===== config.mk =====
export PLATFORM = sky130hd
export DESIGN_NAME = power_sleep_mode_controller
export DESIGN_NICKNAME = d
export VERILOG_FILES = /design/src/shared/pwr_sleep_pkg.sv /design/src/hw/power_sleep_mode_controller.sv
export VERILOG_INCLUDE_DIRS = /design/src /design/src/shared
export SDC_FILE = /design/constraint.sdc
export NUM_CORES = 1
export LEC_CHECK = 0
export ABC_AREA = 0
export BUFFER_PORTS_ARGS = -buffer_cell sky130_fd_sc_hd__clkbuf_2
export CORE_AREA = 8 8 122 124
export DETAILED_ROUTE_END_ITERATION = 16
export DIE_AREA = 0 0 130 132
export MAX_ROUTING_LAYER = met4
export PLACE_DENSITY = 0.73
export SYNTH_ARGS = -nofsm -noshare
export SYNTH_HDL_FRONTEND = slang
export SYNTH_SLANG_ARGS = --single-unit
export TNS_END_PERCENT = 5

===== constraint.sdc =====
create_clock -name clk -period 3.2 [get_ports clk]
set_input_delay 0.32 -clock clk [delete_from_list [all_inputs] [get_ports clk]]
set_output_delay 0.32 -clock clk [all_outputs]
set_load 0.01 [all_outputs]

===== src/shared/pwr_sleep_cfg.svh =====
// Timing and setting constants for the power and sleep mode controller.
// Assumes a 200 MHz system clock; included by its bare name.
`ifndef PWR_SLEEP_CFG_SVH
`define PWR_SLEEP_CFG_SVH
// ----------------------------------------------------------------------
// Timing
// ----------------------------------------------------------------------
`define CLK_MHZ 200
`define KEY_OFF_S 3
`define SETTLE_MS 15
`define MS_CYCLES (`CLK_MHZ * 1000)
`define SEC_MS 1000
`define SETTLE_CYCLES (`SETTLE_MS * `MS_CYCLES)
`define PAGE_PERIOD_MS 2000
`define PAGE_AWAKE_MS 10
// ----------------------------------------------------------------------
// Settings
// ----------------------------------------------------------------------
`define SLEEP_SECS_RESET 8'h00
`define CTS_BLOCK_ON 1'b1
`endif


===== src/shared/pwr_sleep_pkg.sv =====
// Types for the power and sleep mode controller.
// Assumes nothing of its surroundings.
package pwr_sleep_pkg;
  typedef enum logic [2:0] {
    st_idle,
    st_sleep,
    st_page,
    st_settle,
    st_power_off,
    st_off
  } mode_t;
  // Activity sources that hold the device awake.
  typedef struct packed {
    logic serial_busy;
    logic net_busy;
    logic task_busy;
  } activity_t;
  // Alert method chosen for incoming network events.
  typedef enum logic [1:0] {
    alert_wake_out,
    alert_serial,
    alert_ring
  } alert_t;
  // Interface disable commands issued during power-off.
  typedef struct packed {
    logic serial_off;
    logic sim_off;
    logic audio_off;
    logic net_close;
  } shutdown_t;
endpackage : pwr_sleep_pkg


===== src/hw/power_sleep_mode_controller.sv =====
// Operating-mode controller: power-off, sleep entry, paging and wake-up.
// Assumes all inputs synchronous to clk; settings written over a plain
// register port; the rest of the modem acknowledges shutdown steps.
//
// Operation
// - Key held low 3 s starts power-off
// - Power-off disables interfaces and closes network together
// - Undervoltage powers down at once, silently
// - Reset command powers off like key
// - After reset start fully active idle
// - Nonzero seconds setting enables sleep; zero disables
// - No sleep while serial, network, task busy
// - Sleep freezes interface outputs, stops clocks
// - Asleep: serial disabled, CTS high
// - Paging wakeups drop CTS briefly
// - Blocking setting keeps CTS high during paging
// - Wake to idle holds CTS 15 ms
// - Wake input low keeps device idle
// - Network event wakes, alerts host by method
// - Serial traffic keeps device awake
// - Writing zero ends sleep immediately
// - CTS high disabled, low enabled
//
// Implementation choices: the register offsets and strobed register access.
`timescale 1ns/1ps
`include "pwr_sleep_cfg.svh"

module power_sleep_mode_controller #(
  parameter int MS_CYCLES = `MS_CYCLES,
  parameter int KEY_OFF_MS = `KEY_OFF_S * `SEC_MS,
  parameter int SETTLE_MS = `SETTLE_MS,
  parameter int PAGE_PERIOD_MS = `PAGE_PERIOD_MS,
  parameter int PAGE_AWAKE_MS = `PAGE_AWAKE_MS
) (
  // Clock and reset
  input wire logic clk,
  input wire logic nrst,
  // Pins
  input wire logic power_key_n,
  input wire logic wake_request_in_n,
  input wire logic supply_low,
  // Activity and events
  input wire pwr_sleep_pkg::activity_t activity,
  input wire logic net_event,
  input wire logic shutdown_done,
  // Register port
  input wire logic [1:0] addr,
  input wire logic [7:0] wdata,
  input wire logic wr,
  input wire logic rd,
  output logic [7:0] rdata,
  // Status outputs
  output logic cts_n_out,
  output logic host_wake_out,
  output logic ring_out,
  output logic serial_alert,
  output logic clocks_run,
  output logic freeze,
  output logic power_hold,
  output pwr_sleep_pkg::shutdown_t shutdown,
  output pwr_sleep_pkg::mode_t mode
);
  // ----------------------------------------------------------------------
  // Register map
  // ----------------------------------------------------------------------
  localparam logic [1:0] A_SECS = 2'h0;
  localparam logic [1:0] A_CFG = 2'h1;
  localparam logic [1:0] A_STAT = 2'h2;
  localparam logic [1:0] A_CMD = 2'h3;

  logic [7:0] inactivity_sleep_seconds;
  logic sleep_cts_block_setting;
  pwr_sleep_pkg::alert_t alert_sel;
  logic system_reset_command;
  logic secs_zero_wr;
  logic [31:0] ms_cnt;
  logic ms_tick;
  logic [15:0] key_ms;
  logic [9:0] sec_ms;
  logic [7:0] idle_secs;
  logic [15:0] phase_ms;
  logic [31:0] settle_cnt;
  logic busy;
  logic awake_req;
  logic event_pend;
  logic alert_now;

  assign busy = activity.serial_busy | activity.net_busy | activity.task_busy;
  assign awake_req = busy | ~wake_request_in_n | net_event;
  assign system_reset_command = wr && addr == A_CMD && wdata[0];
  assign secs_zero_wr = wr && addr == A_SECS && wdata == 8'h00;

  function automatic logic [31:0] ms_to_cycles(input int ms);
    ms_to_cycles = 32'(ms * MS_CYCLES);
  endfunction : ms_to_cycles

  // ----------------------------------------------------------------------
  // Register writes and reads
  // ----------------------------------------------------------------------
  always_ff @(posedge clk) begin
    if (!nrst) begin
      inactivity_sleep_seconds <= `SLEEP_SECS_RESET;
      sleep_cts_block_setting <= 1'b0;
      alert_sel <= pwr_sleep_pkg::alert_wake_out;
    end else if (wr && addr == A_SECS) begin
      inactivity_sleep_seconds <= wdata;
    end else if (wr && addr == A_CFG) begin
      sleep_cts_block_setting <= wdata[0];
      alert_sel <= pwr_sleep_pkg::alert_t'(wdata[2:1]);
    end
  end

  always_ff @(posedge clk) begin
    if (!nrst) begin
      rdata <= 8'h00;
    end else if (rd) begin
      case (addr)
        A_SECS: rdata <= inactivity_sleep_seconds;
        A_CFG: rdata <= {5'h00, alert_sel, sleep_cts_block_setting};
        A_STAT: rdata <= {4'h0, cts_n_out, mode};
        default: rdata <= 8'h00;
      endcase
    end else begin
      rdata <= 8'h00;
    end
  end

  // ----------------------------------------------------------------------
  // Millisecond base
  // ----------------------------------------------------------------------
  // A millisecond enable keeps the long counters narrow, except settle_cnt, which counts cycles.
  always_ff @(posedge clk) begin
    if (!nrst || ms_cnt == 32'(MS_CYCLES - 1)) begin
      ms_cnt <= 32'h0;
    end else begin
      ms_cnt <= ms_cnt + 32'h1;
    end
  end
  assign ms_tick = ms_cnt == 32'(MS_CYCLES - 1);

  // Power key hold timer.
  always_ff @(posedge clk) begin
    if (!nrst || power_key_n) begin
      key_ms <= 16'h0;
    end else if (ms_tick && key_ms != 16'(KEY_OFF_MS)) begin
      key_ms <= key_ms + 16'h1;
    end
  end

  // Inactivity seconds, restarted by any activity.
  always_ff @(posedge clk) begin
    if (!nrst || awake_req || mode != pwr_sleep_pkg::st_idle) begin
      sec_ms <= 10'h0;
      idle_secs <= 8'h00;
    end else if (ms_tick) begin
      if (sec_ms == 10'(`SEC_MS - 1)) begin
        sec_ms <= 10'h0;
        if (idle_secs != 8'hFF) begin
          idle_secs <= idle_secs + 8'h01;
        end
      end else begin
        sec_ms <= sec_ms + 10'h1;
      end
    end
  end

  // Paging cycle timer, running in every mode but idle and settling.
  always_ff @(posedge clk) begin
    if (!nrst || mode == pwr_sleep_pkg::st_idle || mode == pwr_sleep_pkg::st_settle) begin
      phase_ms <= 16'h0;
    end else if (ms_tick) begin
      phase_ms <= (phase_ms == 16'(PAGE_PERIOD_MS - 1)) ? 16'h0 : phase_ms + 16'h1;
    end
  end

  // ----------------------------------------------------------------------
  // Mode machine
  // ----------------------------------------------------------------------
  always_ff @(posedge clk) begin
    if (!nrst) begin
      mode <= pwr_sleep_pkg::st_idle;
      settle_cnt <= 32'h0;
    end else if (supply_low) begin
      mode <= pwr_sleep_pkg::st_off;
    end else if ((key_ms == 16'(KEY_OFF_MS) || system_reset_command) &&
                 mode != pwr_sleep_pkg::st_off) begin
      mode <= pwr_sleep_pkg::st_power_off;
    end else begin
      case (mode)
        pwr_sleep_pkg::st_idle: begin
          if (!secs_zero_wr && inactivity_sleep_seconds != 8'h00 && !awake_req &&
              idle_secs >= inactivity_sleep_seconds) begin
            mode <= pwr_sleep_pkg::st_sleep;
          end
        end
        pwr_sleep_pkg::st_sleep, pwr_sleep_pkg::st_page: begin
          if (secs_zero_wr || awake_req) begin
            mode <= pwr_sleep_pkg::st_settle;
            settle_cnt <= ms_to_cycles(SETTLE_MS);
          end else if (phase_ms == 16'(PAGE_PERIOD_MS - PAGE_AWAKE_MS)) begin
            mode <= pwr_sleep_pkg::st_page;
          end else if (phase_ms == 16'h0) begin
            mode <= pwr_sleep_pkg::st_sleep;
          end
        end
        pwr_sleep_pkg::st_settle: begin
          if (settle_cnt <= 32'h1) begin
            mode <= pwr_sleep_pkg::st_idle;
          end else begin
            settle_cnt <= settle_cnt - 32'h1;
          end
        end
        pwr_sleep_pkg::st_power_off: begin
          if (shutdown_done) begin
            mode <= pwr_sleep_pkg::st_off;
          end
        end
        pwr_sleep_pkg::st_off: mode <= pwr_sleep_pkg::st_off;
        default: mode <= pwr_sleep_pkg::st_idle;
      endcase
    end
  end

  // ----------------------------------------------------------------------
  // Outputs
  // ----------------------------------------------------------------------
  // Outputs are registered from the mode of the previous cycle, one cycle late.
  always_ff @(posedge clk) begin
    if (!nrst) begin
      cts_n_out <= 1'b0;
      clocks_run <= 1'b1;
      freeze <= 1'b0;
      power_hold <= 1'b1;
      shutdown <= '0;
    end else begin
      case (mode)
        pwr_sleep_pkg::st_idle: cts_n_out <= 1'b0;
        pwr_sleep_pkg::st_page: cts_n_out <= sleep_cts_block_setting;
        default: cts_n_out <= 1'b1;
      endcase
      clocks_run <= mode != pwr_sleep_pkg::st_sleep;
      freeze <= mode == pwr_sleep_pkg::st_sleep;
      power_hold <= mode != pwr_sleep_pkg::st_off;
      shutdown <= (mode == pwr_sleep_pkg::st_power_off) ? 4'hF : 4'h0;
    end
  end

  // A network event that wakes the device is held while the outputs are frozen.
  // Without it the host would never hear of the event that woke the device.
  always_ff @(posedge clk) begin
    if (!nrst) begin
      event_pend <= 1'b0;
    end else if (mode == pwr_sleep_pkg::st_sleep) begin
      event_pend <= event_pend | net_event;
    end else begin
      event_pend <= 1'b0;
    end
  end
  assign alert_now = net_event | event_pend;

  // Alert to host: outputs hold their levels while frozen.
  always_ff @(posedge clk) begin
    if (!nrst) begin
      host_wake_out <= 1'b0;
      ring_out <= 1'b0;
      serial_alert <= 1'b0;
    end else if (mode != pwr_sleep_pkg::st_sleep) begin
      host_wake_out <= alert_now && alert_sel == pwr_sleep_pkg::alert_wake_out;
      ring_out <= alert_now && alert_sel == pwr_sleep_pkg::alert_ring;
      serial_alert <= alert_now && alert_sel == pwr_sleep_pkg::alert_serial;
    end
  end
endmodule : power_sleep_mode_controller


[Yosys cells after proc, flatten, opt, wreduce, memory -nomap -nowiden]
Cells that the tools add are included.
Word-level totals
  register bits: 148
  input bits: 22
  output and inout port bits: 22
  word-level logic and storage cells: 129
Cells by class
  add/sub/neg operators: 6
  magnitude comparators: 2
  eq/ne operators: 29
  multiplexer cells: 17
  bitwise operators: 10
  reductions and logical operators: 41
Operators with widths (count)
  $mux 32: 2
  $pmux 32 s2: 1
  $add 16x1->16 const B: 2
  $add 32x1->32 const B: 1
  $eq 16x11->1 const B: 2
  $eq 32x18->1 const B: 1
  $le 32x1->1 const B: 1
  $sub 32x1->32 const B: 1
  $mux 3: 8
  $pmux 8 s3: 1
  $eq 16x12->1 const B: 1
  $logic_not 16->1: 1
  $mux 16: 1
  $ne 16x12->1 const B: 1
  $pmux 3 s5: 1
  $logic_and 1x1->1: 13
  $add 10x1->10 const B: 1
  $eq 10x10->1 const B: 1
  $mux 10: 1
  $add 8x1->8 const B: 1
  $ge 8x8->1: 1
  $logic_not 8->1: 1
  $logic_or 1x1->1: 8
  $ne 4x2->1 const B: 2
  28 further kinds: 51

[Longest topological paths before layout]
Gate-level depths: netlist (run 1).
  depth in word-level cells: 11
  depth in mapped cells: 11
  mapped depth without buffers: 9

[Worst setup path after synthesis (run 1)]
OpenSTA, ideal clock, no wires.
  kind: flip-flop to flip-flop
  start point: register settle_cnt[23]
  end point: register settle_cnt[19]
  library setup time: 0.120 ns
  data arrival time: 2.487 ns
  data required time: 3.080 ns
  setup slack: 0.593 ns
  cell stages (with the launch flop): 8
  buffers on the path: 0
  period minus slack after synthesis: 2.607 ns
  path through: dfxtp_1 -> or4_1 -> or3_1 -> or3_4 -> nor4_4 -> nor3_1 -> and4_1 -> o31a_1
On the way
  word-level cells in the longest chain between the ends: 3
Ends and longest elaborated chain
  start: declaration: RTL line power_sleep_mode_controller.sv:82  | logic [31:0] settle_cnt;
  start signal: assignment: RTL line power_sleep_mode_controller.sv:199  | settle_cnt <= ms_to_cycles(SETTLE_MS);
  start signal: assignment: RTL line power_sleep_mode_controller.sv:210  | settle_cnt <= settle_cnt - 32'h1;
  $le 32x1->1: RTL line power_sleep_mode_controller.sv:207  | if (settle_cnt <= 32'h1) begin
  $ne 2x2->1 (no line)
  $reduce_and 5->1 (no line)
Every way passes these cells.
A chain may end at the register's enable or synchronous reset.

[Worst setup path in the final report (run 1)]
  start point: register settle_cnt[23]
  end point: register settle_cnt[15]
Same word-level chain as after synthesis.

==> results by group, run 1 <==
GRT
  – Largest net degree at the start of global routing: 32
  – Met2 Use GR: 0.304
  – First-pass GRT wire length: 25.8 mm
  – Grt total ovfl: 0
  – Grt met3 use: 0.0469
  – Number of global-route vias before repair: 5,682
  – Overall routing resource usage: 0.187
  – Busiest grt layer: met2
  – Antenna violations before repair: 0
  – Global-route track usage on met1: 0.215

Drt
  – DRC: 0
  – WL per Instance: 14.2 um
  – Vias: 5,886
  – Routed Antenna Nets: 0
  – First-pass DRT Iterations: 5
  – WL final: 14.9 mm
  – Routed vias/inst: 5.61
  – DRT iter0 DRCs: 321

Timing
  – RSZ-0062 raised after global routing: false
  – Worst rel slew slack: 0.425
  – Skew final: 0.00657 ns
  – Setup_tns: 0 ns
  – Worst slew pin tran: 0.863 ns
  – Tmin final: 2.89 ns
  – Final slew viol count: 0
  – Final Hold Fails: 0
  – Crit share post-route: 0.904
  – Fmax achieved: 0.346 GHz
  – Final setup viols: 0

Clocking
  – Post-CTS resize count: 0
  – TritonCTS clock tree: yes
  – CTS clock-pin slew for the worst setup and hold paths: 0.06 ns
  – Deepest clock path buffer count: 2
  – Clock root buffer: clkbuf_16
  – Num CTS Buffers: 17
  – Htree depth: 4
  – Skew-Pair Late Insertion Delay: 0.42 ns
  – Cts hold-fix bufs: 0
  – Setup bufs post-CTS: 0
  – Clk sink count: 145

Power
  – Net Sw Power: 1.09 mW
  – Pwr dens: 565 nW/um^2
  – VDD IR-drop max: 0.000350 V
  – Sw Ratio: 0.241
  – Flop pwr share: 0.425
  – Clock Power Share: 0.458
  – P_leak: about 3 nW
  – Comb power frac: 0.117
  – Internal Power: 3.44 mW

Cells and area
  – Ant. Diodes: 0
  – Final Non-Filler Cells: 1,049
  – Multi-input gate area: approximately 3800 sq um
  – Register area: between 2000 and 3000 sq um
  – Fillcell total: 1,105
  – Commonest non-fill, non-tap cell in the layout: dfxtp_1
  – Share of cells above drive strength 1: 0.119
  – Layout area overhead: 13.9%
  – Final nets: ~900
  – Most frequent cells in the layout: 145 x dfxtp_1, 117 x nor2_1, 57 x nand2_1

Critical path
  – CP endpoint kind: flop
  – Crit-path max FO: 21
  – CP Class: reg -> reg
  – Cells along the critical path: or4_1, or3_1, or3_4, nor4_4, buf_4, nor4_1, xor2_1, o21a_1
  – R2r setup slk: 0.31 ns
  – Reg-to-reg startpoint: settle_cnt[23]
  – WP data arrival: approximately 3.2 ns
  – R2R depth: 8
  – Critical path origin: settle_cnt[23]
  – Type of origin of the critical path: flop
  – RR Endpoint: settle_cnt[15]
  – Crit path max-delay cell type: or4_1
  – CP required: ~3.5 ns
  – Critical Path Max Stage Delay: 0.57 ns

Hold path
  – WHS Endpoint: event_pend
  – Tightest Hold Check Type: in -> reg
  – HP Start: net_event
  – Hold Crit Depth: 3

Die
  – Row count: 42
  – I/O pin count: 44
  – Placeable Area: around 13,000 sq um
  – Die X: 130 um
  – Die ar.: about 17,000 sq um
  – Die H: around 130 um
  – Initial Util: 0.542

Placement
  – GPL Wtd Cong: 0.845
  – Post-DP HPWL: 10.6 mm
  – Dpl cells: a little over 1k
  – Buffers on Ports: 43

Synthesis
  – Synth Area per Inst: 8.55 sq um
  – Post-synthesis sequential area ratio: 0.413
  – Post-Syn Instances: 823
  – Ys async rst share: 0
  – Mapped Area: around 7000 sq um
  – Syn_nets: 863
  – Yosys cell types: 62
  – Ys Warns: 0
  – EDFF count, synth: 0
  – Seq cells post-synth: between 100 and 150
  – Main synth FF type: dfxtp_1

Status
  – Outcome: completed

Flow run
  – Max-cap violations: 0
[power by group through the flow]
stage                     registers [mW]  clock network, mW  logic, mW
final                               1.92               2.07      0.531
after global routing                1.93               2.19      0.595
after CTS                           1.92               2.11      0.532
after detailed placement            1.96                  0      0.526
after global placement              1.96                  0      0.508
after floorplan                     1.95                  0      0.405
[sequential cells by signal, indices dropped and copies added, names as in the netlist, 2 cells and up]
signal and flops:
alert_sel 2, idle_secs 8, inactivity_sleep_seconds 8, key_ms 16, mode 3, ms_cnt 32
phase_ms 16, rdata 8, sec_ms 10, settle_cnt 32
[metal layers]
layer	up-vias	share of wire
li1	2949	-
met1	2756	0.44
met2	154	0.48
met3	27	0.057
met4	0	0.019
met5	-	0
[kinds of logic after synthesis]
| family | count (synthesis) | synth area share |
|---|---|---|
| simple gates | 398 | 0.311 |
| flops | 145 | 0.413 |
| compound gates | 101 | 0.0845 |
| xor+xnor | 81 | 0.101 |
| buf+inv | 67 | 0.0411 |
| fa+ha+maj | 18 | 0.0320 |
| mux | 13 | 0.0185 |
[synthesized netlist by cell type (all sizes together), types with 2 or more instances]
cell type / count / area, sq um
o31a: 2 / 17.5
a21o: 3 / 22.5
or2: 5 / 31.3
a32o: 2 / 20.0
xnor2: 34 / 298
or4: 8 / 71.3
nor2: 117 / 439
clkbuf: 22 / 82.6
a211oi: 2 / 15.0
nor3: 18 / 95.1
nand3: 29 / 150
o21ai: 29 / 145
dfxtp: 145 / 2900
nor4b: 9 / 78.8
o21a: 11 / 82.6
or3: 34 / 218
mux2i: 13 / 130
inv: 30 / 113
xor2: 47 / 412
a31oi: 2 / 12.5
nand2: 57 / 214
nand3b: 2 / 15.0
and3: 17 / 113
nor2b: 16 / 100
nor4: 31 / 245
and2: 10 / 62.6
nand4: 24 / 186
buf: 15 / 93.8
nand2b: 10 / 62.6
a21oi: 41 / 205
and4: 6 / 52.6
ha: 18 / 225
nor3b: 2 / 20.0
[metrics by stage]
stage | worst slack (ns) | area (sq um) | utilization | hold WS [ns] | total power [mW]
4_1_cts | 0.315 | 8010 | 0.617 | 0.142 | 4.57
6_report | 0.308 | 8010 | 0.617 | 0.148 | 4.53
2_1_floorplan | 0.593 | 7040 | - | 0.429 | 2.35
3_3_place_gp | 0.386 | 7390 | 0.570 | 0.441 | 2.47
3_5_place_dp | 0.321 | 7390 | 0.570 | 0.459 | 2.49
5_1_grt | 0.119 | 8010 | 0.617 | 0.188 | 4.72
[critical path, delay by kind of cell, from the launching register on]
kind                      cells  cell delay, ns
xor gates and xnor gates      1            0.17
buffers and inverters         1            0.31
DFF                           1            0.35
AOI/OAI and AO/OA             1            0.19
and+or+nand+nor               5            1.75
[how the worst max path moves through the flow]
stage / to / slack (ns) / cells past startpoint
global placement: idle_secs[4] / 0.39 / 7
global route: idle_secs[3] / 0.12 / 7
CTS: settle_cnt[15] / 0.31 / 8
detailed placement: idle_secs[3] / 0.32 / 7
floorplan: settle_cnt[19] / 0.59 / 7
finish: settle_cnt[15] / 0.31 / 8
[area by class of cell]
type                       instances  area share
tap                              176      0.0275
sequential                       145       0.362
multi-input combinational        611       0.480
timing repair buffer              56      0.0390
clock inverter                     9      0.0194
inverter                          30      0.0141
clock buffer                      22      0.0579
(Power assumes the default switching activity.)
==> inputs of run 2 (changes only) <==
Settings changed: CORE_AREA 8 8 122 124 to 8 8 151 153, DIE_AREA 0 0 130 132 to 0 0 159 161, MAX_ROUTING_LAYER met4 to unset, PLACE_DENSITY 0.73 to 0.5.
==> run 2 against run 1 <==
Compared with the run above: hold slack better by 0.0095 ns; largest cell class unchanged; clock power down 4%; highest routed layer unchanged; die area up 49%.
==> results by group, run 2 (same netlist as run 1, synthesis figures left out) <==
Timing
  – Tmin final: slightly below 3 ns
  – Worst slew pin tran: 0.876 ns
  – RSZ-0062 raised after global routing: false
  – Final Hold Fails: 0
  – Fmax achieved: 0.345 GHz
  – Final slew viol count: 0
  – Skew final: about 0.011 ns
  – Worst rel slew slack: 0.416
  – Final setup viols: 0
  – Crit share post-route: 0.905
  – Setup_tns: 0 ns

Clocking
  – TritonCTS clock tree: yes
  – CTS clock-pin slew for the worst setup and hold paths: roughly 0.06 ns
  – Setup bufs post-CTS: 0
  – Post-CTS resize count: 0
  – Cts hold-fix bufs: 0
  – Htree depth: 4
  – Deepest clock path buffer count: 2
  – Clock root buffer: clkbuf_16
  – Skew-Pair Late Insertion Delay: between 0.4 and 0.5 ns
  – Clk sink count: 145
  – Num CTS Buffers: 17

Critical path
  – Reg-to-reg startpoint: ms_cnt[22]
  – R2R depth: 7
  – CP endpoint kind: flop
  – Critical path origin: ms_cnt[22]
  – Type of origin of the critical path: flop
  – CP Class: reg -> reg
  – WP data arrival: roughly 3.2 ns
  – R2r setup slk: approximately 0.30 ns
  – RR Endpoint: idle_secs[3]
  – CP required: 3.54 ns
  – Crit-path max FO: 12

GRT
  – Largest net degree at the start of global routing: 34
  – Grt total ovfl: 0
  – First-pass GRT wire length: 26.2 mm
  – Number of global-route vias before repair: 5,467
  – Antenna violations before repair: 0
  – Overall routing resource usage: 0.122

Hold path
  – HP Start: net_event
  – WHS Endpoint: event_pend
  – Hold Crit Depth: 3
  – Tightest Hold Check Type: in -> reg

Placement
  – Post-DP HPWL: roughly 10 mm
  – GPL Wtd Cong: 0.729
  – Buffers on Ports: 43

Die
  – Row count: 53
  – I/O pin count: 44
  – Initial Util: 0.342
  – Die H: 161 um
  – Die X: 159 um
  – Die ar.: ~26,000 sq um
  – Placeable Area: 20,600 sq um

Flow run
  – Max-cap violations: 0

Cells and area
  – Core Util, Final: 0.395
  – Register area: 2900 sq um
  – Share of cells above drive strength 1: 0.125
  – Commonest non-fill, non-tap cell in the layout: dfxtp_1
  – Most frequent cells in the layout: 145 x dfxtp_1, 117 x nor2_1, 57 x nand2_1
  – Largest registers: ms_cnt: 32 flops, settle_cnt: 32 flops
  – Final nets: 903
  – Ant. Diodes: 0
  – Layout area overhead: 15.4%
  – Fillcell total: between 2k and 2.5k
  – Multi-input gate area: 3840 sq um

Drt
  – First-pass DRT Iterations: 4
  – Routed vias/inst: about 4.8
  – DRC: 0
  – WL per Instance: 12.9 um
  – WL final: 14.9 mm
  – Routed Antenna Nets: 0
  – Vias: between 5k and 6k
  – DRT iter0 DRCs: 279

Power
  – Pwr dens: 546 nW/um^2
  – Net Sw Power: 1.16 mW
  – Internal Power: 3.27 mW
  – Flop pwr share: 0.433
  – P_leak: 3.04 nW
  – Comb power frac: 0.118
  – Sw Ratio: 0.262
  – Clock Power Share: 0.449
  – VDD IR-drop max: 0.000310 V

Status
  – Outcome: completed
## run 2: how the worst max path moves through the flow
stage | endpoint | slack [ns] | depth (start not counted)
after floorplan | settle_cnt[19] | 0.59 | 7
after global placement | idle_secs[4] | 0.31 | 7
after detailed placement | idle_secs[7] | 0.29 | 7
after CTS | idle_secs[7] | 0.28 | 7
after global routing | idle_secs[3] | 0.06 | 7
final | idle_secs[3] | 0.30 | 7
## run 2: power by group through the flow
stage | sequential, mW | clock, mW | combinational [mW]
after floorplan | 1.95 | 0 | 0.405
after global placement | 1.96 | 0 | 0.533
after detailed placement | 1.96 | 0 | 0.533
after CTS | 1.92 | 2.07 | 0.536
after global routing | 1.93 | 2.16 | 0.592
final | 1.92 | 1.99 | 0.525
## run 2: critical path, cell delays in order, from the launching register on
cell	delay, ns
dfxtp_1	0.33
or4_1	0.52
or4_4	0.54
nor4_4	0.32
buf_4	0.28
nand4_2	0.26
or3_1	0.41
a21oi_1	0.14
## run 2: final cells by class
cell class	instances	share of cell area
Multi-Input combinational cell	611	0.473
Timing Repair Buffer	58	0.0404
Inverter	30	0.0139
Clock buffer	18	0.0541
Sequential cell	145	0.357
Clock inverter	13	0.0186
Tap cell	275	0.0424
## run 2: metrics by stage
| step | std cells | setup slack, ns | instance area, sq um | power, mW | hold WS (ns) |
|---|---|---|---|---|---|
| floorplan | 823 | 0.593 | 7040 | 2.35 | 0.429 |
| global placement | 1119 | 0.307 | 7530 | 2.49 | 0.438 |
| detailed placement | 1119 | 0.295 | 7530 | 2.49 | 0.451 |
| CTS | 1150 | 0.275 | 8120 | 4.52 | 0.143 |
| global route | 1150 | 0.0596 | 8120 | 4.68 | 0.177 |
| finish | 1150 | 0.304 | 8120 | 4.44 | 0.157 |
## run 2: metal layers
metal	vias up	wire, um	global-route usage
met5	-	0	0
met3	9	584	0.0379
met4	0	175	0.0463
met2	71	6520	0.192
li1	2948	-	-
met1	2540	7610	0.155
==> inputs of run 3 (changes only) <==
Settings changed: CTS_BUF_LIST set to sky130_fd_sc_hd__clkbuf_8.
==> run 3 against run 2 <==
Compared with the run above: clock power decreased by 26%; die area is the same; sequential power about the same; critical path depth unchanged; largest power group is now registers; highest routed layer unchanged.
==> results by group, run 3 (same netlist as run 1, synthesis figures left out) <==
Clocking
  – Clock root buffer: clkbuf_8
  – CTS clock-pin slew for the worst setup and hold paths: 0.09 ns
  – Deepest clock path buffer count: 2
  – Setup bufs post-CTS: 0
  – TritonCTS clock tree: yes
  – Htree depth: 4
  – Num CTS Buffers: 17
  – Skew-Pair Late Insertion Delay: 0.44 ns
  – Post-CTS resize count: 0
  – Cts hold-fix bufs: 0
  – Clk sink count: 145

Power
  – Internal Power: 2.82 mW
  – Sw Ratio: 0.280
  – Comb power frac: 0.135
  – Flop pwr share: 0.490
  – Clock Power Share: 0.376
  – Pwr dens: 493 nW/um^2
  – VDD IR-drop max: 0.000227 V
  – Net Sw Power: 1.10 mW
  – P_leak: 2.95 nW
  – Final Total Pwr: around 3.9 mW

Cells and area
  – Final Non-Filler Cells: 1,150
  – Layout area overhead: 12.7%
  – Largest registers: ms_cnt: 32 flops, settle_cnt: 32 flops
  – Most frequent cells in the layout: 145 x dfxtp_1, 117 x nor2_1, 57 x nand2_1
  – Ant. Diodes: 0
  – Fillcell total: 2,163
  – Post-route cell area: just under 8000 sq um
  – Share of cells above drive strength 1: 0.125
  – Final nets: about 900
  – Commonest non-fill, non-tap cell in the layout: dfxtp_1

Critical path
  – CP endpoint kind: flop
  – Crit-path max FO: 12
  – Reg-to-reg startpoint: ms_cnt[22]
  – R2R depth: 7
  – CP Class: reg -> reg
  – Critical path origin: ms_cnt[22]
  – Type of origin of the critical path: flop
  – CP required: 3.57 ns
  – WP data arrival: 3.26 ns

Die
  – I/O pin count: 44
  – Die ar.: 25,600 sq um
  – Die H: 161 um
  – Initial Util: 0.342
  – Die X: 159 um
  – Row count: 53
  – Placeable Area: 20,600 sq um

Placement
  – Dpl cells: ~1.1k
  – Post-DP HPWL: about 10 mm
  – Placed cell areas: roughly 7500 sq um
  – Buffers on Ports: 43
  – GPL Wtd Cong: between 0.7 and 0.8

GRT
  – Number of global-route vias before repair: roughly 5.4k
  – Largest net degree at the start of global routing: 34
  – Antenna violations before repair: 0
  – Overall routing resource usage: 0.121
  – Grt total ovfl: 0
  – First-pass GRT wire length: 26.2 mm

Drt
  – WL per Instance: 12.9 um
  – Routed vias/inst: 4.84
  – Routed Antenna Nets: 0
  – DRC: 0
  – Vias: 5,570
  – DRT iter0 DRCs: 323
  – WL final: between 10 and 15 mm
  – First-pass DRT Iterations: 4

Hold path
  – Hold Crit Depth: 3
  – HP Start: net_event
  – Tightest Hold Check Type: in -> reg

Timing
  – Final setup viols: 0
  – Final Hold Fails: 0
  – Skew final: 0.0156 ns
  – Worst slew pin tran: 0.861 ns
  – Setup_tns: 0 ns
  – Worst rel slew slack: 0.426
  – Final slew viol count: 0
  – Crit share post-route: 0.905
  – RSZ-0062 raised after global routing: false
  – Tmin final: 2.90 ns
  – Fmax achieved: 0.345 GHz

Flow run
  – Max-cap violations: 0

Status
  – Outcome: completed
-- run 3: worst paths after layout --
| kind | endpoint | slack (ns) |
|---|---|---|
| setup / recovery | idle_secs[7] | 0.30 |
| setup reg to reg | idle_secs[7] | 0.30 |
| hold reg to reg | host_wake_out | 0.46 |
| hold / removal | event_pend | 0.14 |
-- run 3: layout make-up --
class	count	area [sq um]	area share
well taps	275	344	0.0434
flip-flops and latches	145	2900	0.366
inverters	30	113	0.0142
repair buffers	58	328	0.0413
multi-input cells	611	3840	0.485
clock inverters	13	151	0.0191
clock buffers	18	248	0.0312
-- run 3: power groups by stage --
stage                     combinational, mW  clock, mW  sequential [mW]
after floorplan                       0.405          0             1.95
after global placement                0.533          0             1.96
after detailed placement              0.533          0             1.96
after CTS                             0.536       1.54             1.92
after global routing                  0.592       1.63             1.93
final                                 0.526       1.47             1.92
-- run 3: worst max-delay path, stage by stage, from the launching register on --
cell     delay, ns
dfxtp_1       0.34
or4_1         0.52
or4_4         0.55
nor4_4        0.32
buf_4         0.28
nand4_2       0.26
or3_1         0.41
a21oi_1       0.14
-- run 3: routing by layer --
metal / GRT usage / vias to the layer above / routed length (um)
met5: 0 / - / 0
met4: 0.0437 / 0 / 213
met3: 0.0356 / 13 / 588
met2: 0.191 / 67 / 6370
met1: 0.155 / 2542 / 7660
li1: - / 2948 / -
-- run 3: per-stage QoR --
stage	hold WS (ns)	utilization	setup slack (ns)
after floorplan	0.429	-	0.593
after global placement	0.438	0.366	0.307
after detailed placement	0.451	0.366	0.295
after CTS	0.109	0.386	0.270
after global routing	0.140	0.386	0.0565
final	0.135	0.386	0.304
